File: src/logic/cch_pkg.sv
/*
 * cch_pkg: shared constants for the counter compare/latch/hysteresis block.
 * Assumes a single 200 MHz clock and an APB register port with 32-bit data.
 */
package cch_pkg;

	// ==========================================================
	// register byte offsets
	localparam logic [7:0] CCH_OFS_CTRL   = 8'h00;	// commands and mode enables
	localparam logic [7:0] CCH_OFS_CFG    = 8'h04;	// condition, gates, hysteresis, pulse
	localparam logic [7:0] CCH_OFS_LOAD   = 8'h08;	// load value
	localparam logic [7:0] CCH_OFS_END    = 8'h0C;	// end value
	localparam logic [7:0] CCH_OFS_CMP    = 8'h10;	// compare value
	localparam logic [7:0] CCH_OFS_STATUS = 8'h14;	// status word, read only
	localparam logic [7:0] CCH_OFS_COUNT  = 8'h18;	// live count, read only
	localparam logic [7:0] CCH_OFS_LATCH  = 8'h1C;	// latched count, read only

	// ==========================================================
	// control word bit positions
	localparam int CCH_CTRL_GATE_SET   = 0;	// write 1: open software gate
	localparam int CCH_CTRL_GATE_CLR   = 1;	// write 1: close software gate
	localparam int CCH_CTRL_RST_EN     = 2;	// reset_mode_enable, level
	localparam int CCH_CTRL_RST_DIS    = 3;	// reset_mode_disable_ctrl, write 1
	localparam int CCH_CTRL_OUT_EN     = 4;	// output_release_enable, level
	localparam int CCH_CTRL_CLR_STAT   = 5;	// write 1: reset status flags

	// ==========================================================
	// configuration word fields
	localparam int CCH_CFG_COND_LSB    = 0;	// 2-bit switching condition
	localparam int CCH_CFG_HWG_EN      = 2;	// hardware gate in use
	localparam int CCH_CFG_RST_FUNC    = 3;	// reset function configured
	localparam int CCH_CFG_ALM_EVT     = 4;	// alarm on end/overflow
	localparam int CCH_CFG_ALM_CMP     = 5;	// alarm on comparison
	localparam int CCH_CFG_HYST_LSB    = 8;	// 8-bit hysteresis limit
	localparam int CCH_CFG_PULSE_LSB   = 16;	// 9-bit pulse length in ms
	localparam logic [31:0] CCH_CFG_MASK = 32'h01FF_FF3F;	// writable bits

	// ==========================================================
	// status word bit positions
	localparam int CCH_ST_RST_DONE  = 0;	// reset_done_flag
	localparam int CCH_ST_RST_LVL   = 1;	// reset_input_level_flag
	localparam int CCH_ST_END       = 2;	// end value reached
	localparam int CCH_ST_OVF       = 3;	// overflow performed
	localparam int CCH_ST_CMP_MET   = 4;	// compare_met_flag
	localparam int CCH_ST_DO_SET    = 5;	// output currently set
	localparam int CCH_ST_GATE      = 6;	// internal gate open
	localparam int CCH_ST_HYST      = 7;	// hysteresis armed

	// ==========================================================
	// switching conditions
	typedef enum logic [1:0] {
		CCH_COND_NEVER = 2'h0,
		CCH_COND_GE    = 2'h1,
		CCH_COND_LE    = 2'h2,
		CCH_COND_EQ    = 2'h3
	} cch_cond_e;

	// ==========================================================
	// reset values and limits
	localparam logic [31:0] CCH_RST_WORD  = 32'h0000_0000;	// all registers clear
	localparam logic [31:0] CCH_UPPER_LIM = 32'h7FFF_FFFF;	// upper count limit
	localparam logic [31:0] CCH_LOWER_LIM = 32'h8000_0000;	// lower count limit
	localparam logic [8:0]  CCH_PULSE_MAX = 9'h1FE;	// 510 ms ceiling
	localparam logic [7:0]  CCH_HYST_MIN  = 8'h02;	// below this, hysteresis off

	// ==========================================================
	// timing
	localparam int CCH_CLK_PERIOD_PS = 5000;	// 200 MHz
	localparam int CCH_MS_PS         = 1000000000;	// one millisecond
	localparam int CCH_CYC_PER_MS    = CCH_MS_PS / CCH_CLK_PERIOD_PS;

endpackage : cch_pkg

File: src/logic/cch_sync_edge.sv
/*
 * cch_sync_edge: two-stage synchroniser with rising-edge detect.
 * Assumes the input is asynchronous to pclk and held for at least two cycles.
 */
`timescale 1ns/1ps
module cch_sync_edge (
	input  wire logic pclk,
	input  wire logic presetn,
	input  wire logic async_in,
	output logic      level_o,
	output logic      rise_o
);
	logic meta_r;	// first stage, read only by sync_r
	logic sync_r;	// second stage, safe level
	logic prev_r;	// delayed copy for edge detect

	// ==========================================================
	// synchroniser chain
	always_ff @(posedge pclk or negedge presetn) begin
		if (!presetn) begin
			meta_r <= 1'b0;
			sync_r <= 1'b0;
			prev_r <= 1'b0;
		end else begin
			meta_r <= async_in;
			sync_r <= meta_r;
			prev_r <= sync_r;
		end
	end

	assign level_o = sync_r;
	assign rise_o  = sync_r & ~prev_r;	// one-cycle pulse per 0-1 edge

endmodule : cch_sync_edge

File: src/logic/cch_counter.sv
/*
 * cch_counter: 32-bit periodic down counter with primary direction, plus
 * reset, latch, comparator, pulse stretcher and hysteresis; APB register port.
 * Assumes encoder-side inputs are asynchronous pins and one 200 MHz pclk.
 */
`timescale 1ns/1ps
module cch_counter #(
	parameter int CYC_PER_MS = cch_pkg::CCH_CYC_PER_MS	// cycles per millisecond tick
) (
	input  wire logic        pclk,
	input  wire logic        presetn,
	input  wire logic        psel,
	input  wire logic        penable,
	input  wire logic        pwrite,
	input  wire logic [31:0] paddr,
	input  wire logic [31:0] pwdata,
	output logic [31:0]      prdata,
	output logic             pready,
	output logic             pslverr,
	input  wire logic        count_in,
	input  wire logic        dir_up_in,
	input  wire logic        reset_in,
	input  wire logic        latch_in,
	input  wire logic        hw_gate_in,
	output logic             do_out,
	output logic             alarm_out
);
	import cch_pkg::*;

	// ==========================================================
	// input synchronisers
	logic cnt_rise;	// count pulse
	logic rst_lvl, rst_rise;	// reset input
	logic lat_rise;	// latch input
	logic hwg_lvl;	// hardware gate level
	logic dir_lvl;	// direction level, 1 = up

	cch_sync_edge u_cnt (.pclk(pclk), .presetn(presetn), .async_in(count_in),
		.level_o(), .rise_o(cnt_rise));
	cch_sync_edge u_rst (.pclk(pclk), .presetn(presetn), .async_in(reset_in),
		.level_o(rst_lvl), .rise_o(rst_rise));
	cch_sync_edge u_lat (.pclk(pclk), .presetn(presetn), .async_in(latch_in),
		.level_o(), .rise_o(lat_rise));
	cch_sync_edge u_hwg (.pclk(pclk), .presetn(presetn), .async_in(hw_gate_in),
		.level_o(hwg_lvl), .rise_o());
	cch_sync_edge u_dir (.pclk(pclk), .presetn(presetn), .async_in(dir_up_in),
		.level_o(dir_lvl), .rise_o());

	// ==========================================================
	// registers
	logic [31:0] cfg_r;	// configuration word
	logic [31:0] load_r;	// load value
	logic [31:0] end_r;	// end value
	logic [31:0] cmp_r;	// compare value
	logic [31:0] count_r;	// live count
	logic [31:0] latch_r;	// latched count
	logic        sw_gate_r;	// software gate
	logic        rst_mode_r;	// reset_mode_enable
	logic        out_en_r;	// output_release_enable
	logic        rst_done_r;	// reset_done_flag
	logic        end_flag_r;	// end value reached
	logic        ovf_flag_r;	// overflow performed
	logic        cmp_flag_r;	// compare_met_flag
	logic        gate_prev_r;	// gate of last cycle, for activation edge
	logic        cond_prev_r;	// raw condition of last cycle
	logic        hyst_r;	// hysteresis armed
	logic [7:0]  hyst_w_r;	// band width captured when armed
	logic        held_r;	// output level for zero pulse length
	logic [8:0]  pulse_ms_r;	// remaining pulse milliseconds
	logic [31:0] tick_cnt_r;	// millisecond prescaler
	logic        alarm_r;	// alarm pulse
	logic [31:0] prdata_r;	// read data captured in setup phase

	// ==========================================================
	// apb decode
	wire         wr_acc   = psel & penable & pwrite;	// write takes effect here
	wire         rd_setup = psel & ~penable & ~pwrite;	// read data fetched here
	wire  [7:0]  ofs      = paddr[7:0];
	wire         hit_map  = (paddr[31:8] == 24'h00_0000) && (paddr[1:0] == 2'b00) &&
	                        (ofs <= CCH_OFS_LATCH);
	wire         ro_reg   = (ofs == CCH_OFS_STATUS) || (ofs == CCH_OFS_COUNT) ||
	                        (ofs == CCH_OFS_LATCH);
	wire         wr_ctrl  = wr_acc & hit_map & (ofs == CCH_OFS_CTRL);
	wire         wr_cfg   = wr_acc & hit_map & (ofs == CCH_OFS_CFG);
	wire         wr_load  = wr_acc & hit_map & (ofs == CCH_OFS_LOAD);
	wire         wr_end   = wr_acc & hit_map & (ofs == CCH_OFS_END);
	wire         wr_cmp   = wr_acc & hit_map & (ofs == CCH_OFS_CMP);
	// control commands, one-cycle strobes on a write of 1
	wire         cmd_gset  = wr_ctrl & pwdata[CCH_CTRL_GATE_SET];
	wire         cmd_gclr  = wr_ctrl & pwdata[CCH_CTRL_GATE_CLR];
	wire         cmd_rdis  = wr_ctrl & pwdata[CCH_CTRL_RST_DIS];
	wire         cmd_clr   = wr_ctrl & pwdata[CCH_CTRL_CLR_STAT];

	// ==========================================================
	// configuration fields
	wire  [1:0]  cond_sel  = cfg_r[CCH_CFG_COND_LSB +: 2];
	wire         hwg_en    = cfg_r[CCH_CFG_HWG_EN];
	wire         rst_func  = cfg_r[CCH_CFG_RST_FUNC];
	wire         alm_evt   = cfg_r[CCH_CFG_ALM_EVT];
	wire         alm_cmp   = cfg_r[CCH_CFG_ALM_CMP];
	wire  [7:0]  hyst_cfg  = cfg_r[CCH_CFG_HYST_LSB +: 8];
	wire  [8:0]  pulse_raw = cfg_r[CCH_CFG_PULSE_LSB +: 9];
	// values above 510 are clipped rather than refused
	wire  [8:0]  pulse_cfg = (pulse_raw > CCH_PULSE_MAX) ? CCH_PULSE_MAX : pulse_raw;

	// ==========================================================
	// gate and counting step
	wire         gate      = hwg_en ? (sw_gate_r & hwg_lvl) : sw_gate_r;
	wire         activate  = gate & ~gate_prev_r;	// counter just activated
	wire         step      = gate & cnt_rise;	// one count pulse
	wire  [31:0] end_p1    = end_r + 32'h0000_0001;
	wire         at_end    = (count_r == end_p1);
	wire         at_upper  = (count_r == CCH_UPPER_LIM);
	wire         end_evt   = step & ~dir_lvl & at_end;	// reload in primary direction
	wire         ovf_evt   = step & dir_lvl & at_upper;	// wrap against it
	wire         rst_evt   = rst_rise & rst_func & rst_mode_r;
	// next count, priority: reset input, then count step
	logic [31:0] count_nxt;
	always_comb begin
		count_nxt = count_r;
		if (rst_evt) begin
			count_nxt = load_r;
		end else if (end_evt) begin
			count_nxt = load_r;
		end else if (ovf_evt) begin
			count_nxt = CCH_LOWER_LIM;
		end else if (step && dir_lvl) begin
			count_nxt = count_r + 32'h0000_0001;
		end else if (step) begin
			count_nxt = count_r - 32'h0000_0001;
		end
	end

	// ==========================================================
	// comparator, signed since the count range is two's complement
	wire signed [31:0] cnt_s = count_r;
	wire signed [31:0] cmp_s = cmp_r;
	logic cond_now;
	always_comb begin
		case (cond_sel)
			CCH_COND_GE: cond_now = (cnt_s >= cmp_s);
			CCH_COND_LE: cond_now = (cnt_s <= cmp_s);
			CCH_COND_EQ: cond_now = (cnt_s == cmp_s);
			default:     cond_now = 1'b0;	// never switch
		endcase
	end
	// a hit is the condition becoming true while the last count step was downward
	logic last_down_r;	// last count step was downward
	wire  cmp_hit = cond_now & ~cond_prev_r & last_down_r;
	// hysteresis band: distance of the count from the compare value
	wire  [31:0] diff     = (cnt_s >= cmp_s) ? (count_r - cmp_r) : (cmp_r - count_r);
	wire         in_band  = (diff < {24'h00_0000, hyst_w_r});
	wire         hyst_on  = (hyst_cfg >= CCH_HYST_MIN);
	wire         arm      = cmp_hit & hyst_on & ~hyst_r;
	wire         disarm   = hyst_r & ~in_band;	// band left
	// frozen result while armed keeps the zero-pulse output from dropping
	wire         cond_eff = cond_now | hyst_r;
	// pulse start: not while one runs or while hysteresis is armed
	wire         pulse_run   = (pulse_ms_r != 9'h000);
	wire         pulse_start = cmp_hit & ~pulse_run & ~hyst_r & (pulse_cfg != 9'h000);
	wire         ms_tick     = (tick_cnt_r == 32'(CYC_PER_MS - 1));
	// output level before release gating
	wire         do_lvl  = (pulse_cfg == 9'h000) ? held_r : pulse_run;

	// ==========================================================
	// control and configuration registers
	always_ff @(posedge pclk or negedge presetn) begin
		if (!presetn) begin
			cfg_r      <= CCH_RST_WORD;
			load_r     <= CCH_RST_WORD;
			end_r      <= CCH_RST_WORD;
			cmp_r      <= CCH_RST_WORD;
			rst_mode_r <= 1'b0;
			out_en_r   <= 1'b0;
		end else begin
			if (wr_cfg)  cfg_r  <= pwdata & CCH_CFG_MASK;
			if (wr_load) load_r <= pwdata;
			if (wr_end)  end_r  <= pwdata;
			if (wr_cmp)  cmp_r  <= pwdata;
			if (wr_ctrl) begin
				rst_mode_r <= pwdata[CCH_CTRL_RST_EN] & ~pwdata[CCH_CTRL_RST_DIS];
				out_en_r   <= pwdata[CCH_CTRL_OUT_EN];
			end
		end
	end

	// ==========================================================
	// software gate, set and reset strobes
	always_ff @(posedge pclk or negedge presetn) begin
		if (!presetn) begin
			sw_gate_r   <= 1'b0;
			gate_prev_r <= 1'b0;
		end else begin
			if (cmd_gset) begin
				sw_gate_r <= 1'b1;
			end else if (cmd_gclr) begin
				sw_gate_r <= 1'b0;
			end
			gate_prev_r <= gate;
		end
	end

	// ==========================================================
	// count, latch and direction memory
	always_ff @(posedge pclk or negedge presetn) begin
		if (!presetn) begin
			count_r     <= CCH_RST_WORD;
			latch_r     <= CCH_RST_WORD;
			last_down_r <= 1'b0;
			cond_prev_r <= 1'b0;
		end else begin
			count_r     <= count_nxt;
			cond_prev_r <= cond_now;
			if (step) last_down_r <= ~dir_lvl;
			if (activate) begin
				latch_r <= CCH_RST_WORD;
			end else if (lat_rise && gate) begin
				latch_r <= count_r;
			end
		end
	end

	// ==========================================================
	// sticky status flags; a set in the clearing cycle wins
	always_ff @(posedge pclk or negedge presetn) begin
		if (!presetn) begin
			end_flag_r <= 1'b0;
			ovf_flag_r <= 1'b0;
			cmp_flag_r <= 1'b0;
			rst_done_r <= 1'b0;
		end else begin
			end_flag_r <= end_evt | (end_flag_r & ~cmd_clr);
			ovf_flag_r <= ovf_evt | (ovf_flag_r & ~cmd_clr);
			cmp_flag_r <= cmp_hit | (cmp_flag_r & ~cmd_clr);
			rst_done_r <= rst_evt | (rst_done_r & ~cmd_rdis);
		end
	end

	// ==========================================================
	// hysteresis state; width captured only when arming
	always_ff @(posedge pclk or negedge presetn) begin
		if (!presetn) begin
			hyst_r   <= 1'b0;
			hyst_w_r <= 8'h00;
		end else begin
			if (arm) begin
				hyst_r   <= 1'b1;
				hyst_w_r <= hyst_cfg;
			end else if (disarm) begin
				hyst_r <= 1'b0;
			end
		end
	end

	// ==========================================================
	// output hold and pulse timer
	always_ff @(posedge pclk or negedge presetn) begin
		if (!presetn) begin
			held_r     <= 1'b0;
			pulse_ms_r <= 9'h000;
			tick_cnt_r <= 32'h0000_0000;
		end else begin
			// zero pulse: set on hit, drop only when the frozen result is false
			if (cmp_hit) begin
				held_r <= 1'b1;
			end else if (!cond_eff) begin
				held_r <= 1'b0;
			end
			// free-running ms tick keeps the error under one tick
			tick_cnt_r <= ms_tick ? 32'h0000_0000 : tick_cnt_r + 32'h0000_0001;
			if (pulse_start) begin
				pulse_ms_r <= pulse_cfg;
			end else if (pulse_run && ms_tick) begin
				pulse_ms_r <= pulse_ms_r - 9'h001;
			end
		end
	end

	// ==========================================================
	// alarm pulse from events as configured
	always_ff @(posedge pclk or negedge presetn) begin
		if (!presetn) begin
			alarm_r <= 1'b0;
		end else begin
			alarm_r <= (alm_evt & (end_evt | ovf_evt)) |
			           (alm_cmp & cmp_hit & ~hyst_r);
		end
	end

	// ==========================================================
	// status word and read mux
	logic [31:0] status_w;
	always_comb begin
		status_w                  = 32'h0000_0000;
		status_w[CCH_ST_RST_DONE] = rst_done_r;
		status_w[CCH_ST_RST_LVL]  = rst_lvl;
		status_w[CCH_ST_END]      = end_flag_r;
		status_w[CCH_ST_OVF]      = ovf_flag_r;
		status_w[CCH_ST_CMP_MET]  = cmp_flag_r;
		status_w[CCH_ST_DO_SET]   = do_out;
		status_w[CCH_ST_GATE]     = gate;
		status_w[CCH_ST_HYST]     = hyst_r;
	end

	logic [31:0] ctrl_rd;
	always_comb begin
		ctrl_rd                 = 32'h0000_0000;
		ctrl_rd[CCH_CTRL_GATE_SET] = sw_gate_r;
		ctrl_rd[CCH_CTRL_RST_EN]   = rst_mode_r;
		ctrl_rd[CCH_CTRL_OUT_EN]   = out_en_r;
	end

	logic [31:0] rd_mux;
	always_comb begin
		case (ofs)
			CCH_OFS_CTRL:   rd_mux = ctrl_rd;
			CCH_OFS_CFG:    rd_mux = cfg_r;
			CCH_OFS_LOAD:   rd_mux = load_r;
			CCH_OFS_END:    rd_mux = end_r;
			CCH_OFS_CMP:    rd_mux = cmp_r;
			CCH_OFS_STATUS: rd_mux = status_w;
			CCH_OFS_COUNT:  rd_mux = count_r;
			CCH_OFS_LATCH:  rd_mux = latch_r;
			default:        rd_mux = 32'h0000_0000;
		endcase
	end

	// read data caught in the setup cycle, stable through the access cycle
	always_ff @(posedge pclk or negedge presetn) begin
		if (!presetn) begin
			prdata_r <= 32'h0000_0000;
		end else if (rd_setup) begin
			prdata_r <= hit_map ? rd_mux : 32'h0000_0000;
		end
	end

	// ==========================================================
	// outputs
	assign prdata    = prdata_r;
	assign pready    = 1'b1;	// never waits
	// unmapped address or write to a read-only word
	assign pslverr   = psel & penable & (~hit_map | (pwrite & ro_reg));
	assign do_out    = out_en_r & do_lvl;
	assign alarm_out = alarm_r;

endmodule : cch_counter

File: config.mk
export PLATFORM = sky130hd
export DESIGN_NAME = cch_counter
export DESIGN_NICKNAME = d
export VERILOG_FILES = /design/src/logic/cch_pkg.sv /design/src/logic/cch_sync_edge.sv /design/src/logic/cch_counter.sv
export SDC_FILE = /design/constraint.sdc
export NUM_CORES = 1
export LEC_CHECK = 0
export BUFFER_PORTS_ARGS = -buffer_cell sky130_fd_sc_hd__buf_2
export CORE_ASPECT_RATIO = 0.75
export CORE_MARGIN = 2
export CORE_UTILIZATION = 28
export CTS_BUF_LIST = sky130_fd_sc_hd__clkbuf_8
export DETAILED_ROUTE_END_ITERATION = 16
export PLACE_DENSITY_LB_ADDON = 0.3
export SLEW_MARGIN = 20
export SYNTH_ARGS = -nofsm -noshare
export SYNTH_HDL_FRONTEND = slang
export SYNTH_HIERARCHICAL = 1
export SYNTH_SLANG_ARGS = --single-unit
File: constraint.sdc
create_clock -name pclk -period 4.3 [get_ports pclk]
set_input_delay 0.43 -clock pclk [delete_from_list [all_inputs] [get_ports pclk]]
set_output_delay 0.43 -clock pclk [all_outputs]
set_load 0.005 [all_outputs]
==> results.cfg <==
[timing]
hold_violations = 0
maxClockFrequency_mhz = 233
period_share_pct = 99.7
tns_ns = 0
worstMarginPinSlew_ns = 0.990
maxSlewViolCount = 0
skew_ns = 0.0584
setup_viol = 0
min_period_ns = 4.29
slew_headroom_pct = 34.0
setup_ws_ns = 0.0111
rsz0062_at_grt = yes

[min_path]
holdPathEnd = cmp_r[7]$_DFFE_PN0P_
hp-class = in -> reg
min_from = pwdata[7]
holdPathStages = 3

[layout]
nets = 2560
final-instance-count-excl-fill = 3303
fillCellCount = 6861
fin_util_pct = 34.9
drive_gt1_share_pct = 23.2
syn_to_final_growth_pct = 22.7

[floorplanning]
placementRows = 82
io_pins = 110
die_h_um = 230
die_w_um = 306
core_um2 = 67200
initial_utilization_pct = 28.4
die_area_um2 = 70400

[detailed_routing]
drc = 0
vias = 18073
drt.antenna.violating_nets = 0
drt_iter0_drc = 1916
drt_first_pass_iters = 7
routed_wl_um = 76200
via_per_inst = 5.47
wl_per_cell_um = 23.1

[clocking]
cts_tree = done
cts_buffers = 50
cts_max_path_buffers = 3
htree_levels = 2
cts.sinks = 290
clk_pin_slew_ns = 0.07
cts-root-buf = clkbuf_8
insertion_delay_ns = 0.68

[critical_path]
rr_worst_depth = 20
cp_max_fo = 6
crit_type = reg -> reg
crit_required_ns = 4.87
cp.arrival_ns = 4.86
r2r-start = cnt_s[0]$_DFFE_PN0P_
regToRegSetupSlack_ns = 0.01
r2r_end = hyst_r$_DFFE_PN0P_
crit_start = cnt_s[0]$_DFFE_PN0P_
worstSetupStartpointType = flip-flop
end_kind = flip-flop

[place]
gp_congestion = 0.923
dp_hpwl_um = 58100
post-place-ws_ns = -0.0960
io_buffer_count = 108
dp_cells = 3197

[power]
power_density_nw_per_um2 = 251
peakVddDrop_mv = 0.163
p_leak_nw = 11.0
finalPower_mw = 5.88

[grt]
grt_pass1_vias = 18010
grt_max_degree = 103
grt_util_all_layers_pct = 21.3
overflow = 0
grt_first_pass_wirelength_um = 114000
antenna_found_initial = 1

[logic_synthesis]
synth_fp_nets = 2282
synth_warnings = 6
synthCells = 2102
avgSynthCellArea_um2 = 9.09
synth.cell_area_um2 = 19100

[run_status]
status = complete, no violations

[run]
max_cap_violations = 0
routing by layer:
metal	share of wire [%]	vias to the layer above	global-route usage [%]	wire [um]
li1	-	8245	-	-
met1	47	8815	30.9	35400
met2	41	866	30.4	30900
met3	9.5	145	5.29	7230
met4	3.4	2	7.02	2580
met5	0.017	-	0	13
stage by stage:
step / hold slack (ns) / area [um^2]
floorplan: 0.134 / 19100
global placement: 0.332 / 22100
detailed placement: 0.335 / 22100
CTS: 0.00436 / 23300
global route: 0.0422 / 23500
finish: 0.0411 / 23500
cell type report:
class | instances | area [um^2] | share of cell area [%]
Antenna cell | 1 | 2.50 | 0.0107
Clock inverter | 32 | 319 | 1.36
Tap cell | 882 | 1100 | 4.71
Multi-Input combinational cell | 1583 | 11100 | 47.4
Timing Repair Buffer | 338 | 2380 | 10.1
Inverter | 117 | 439 | 1.87
Clock buffer | 60 | 826 | 3.52
Sequential cell | 290 | 7260 | 30.9
critical path, stage by stage, from the launching register on:
cell	delay, ns
dfrtp_2	0.41
inv_2	0.07
ha_4	0.13
inv_2	0.04
fa_2	0.33
a21o_1	0.23
a221oi_4	0.31
a211oi_2	0.13
o211ai_1	0.21
nand3b_1	0.24
buf_6	0.21
buf_4	0.15
o31a_1	0.28
xor2_1	0.15
ha_1	0.26
nor2b_1	0.13
o21ai_1	0.17
a21oi_2	0.08
nor4b_2	0.28
o211ai_1	0.12
o31ai_1	0.24
power by group:
group	switching (mW)	internal [mW]
combinational	0.122	0.0424
clock	1.34	1.64
sequential	0.00393	2.73
total	1.46	4.42
repair_timing:
action / CTS / global route
pin swaps: 9 / 15
buffers inserted: 2 / 4
hold buffers: 7 / 0
gates resized for setup: 4 / 28
hold endpoints to repair: 104 / 0
setup endpoints to repair: 1 / 25
layout by cell type (no fill, tap or decap), types with 10 or more instances in the layout:
master	count
dfrtp_1	289
nand2_1	217
buf_4	215
inv_1	125
a21oi_1	113
o21ai_0	107
buf_2	107
ha_1	102
nor2_1	97
a22oi_1	84
mux2_2	82
xnor2_1	78
nand3_1	64
clkbuf_8	60
xor2_1	54
nand4_1	46
o31ai_1	41
nor2b_1	36
a31oi_1	35
a21o_1	34
nor3_1	33
a22o_1	33
nor4_1	25
o21bai_1	20
mux2i_1	20
nand2b_1	15
and3_1	14
a211oi_1	13
o21a_1	12
or4_1	12
or3_1	12
o211ai_1	10
clkinv_2	10
flip-flops by register name (all words and copies together) (netlist names), 8 cells and up:
register / cells
cnt_s: 32
cmp_r: 32
prdata: 32
load_r: 32
cfg_r: 23
hyst_w_r: 8
end_r: 32
tick_cnt_r: 32
pulse_ms_r: 9
latch_r: 32
how the worst max path moves through the flow:
stage,endpoint,depth (start not counted)
floorplan,hyst_r$_DFFE_PN0P_,23
global placement,hyst_r$_DFFE_PN0P_,21
detailed placement,hyst_r$_DFFE_PN0P_,21
CTS,hyst_r$_DFFE_PN0P_,20
global route,hyst_r$_DFFE_PN0P_,22
finish,hyst_r$_DFFE_PN0P_,20
Note: power is estimated with default switching activity, not from simulation.
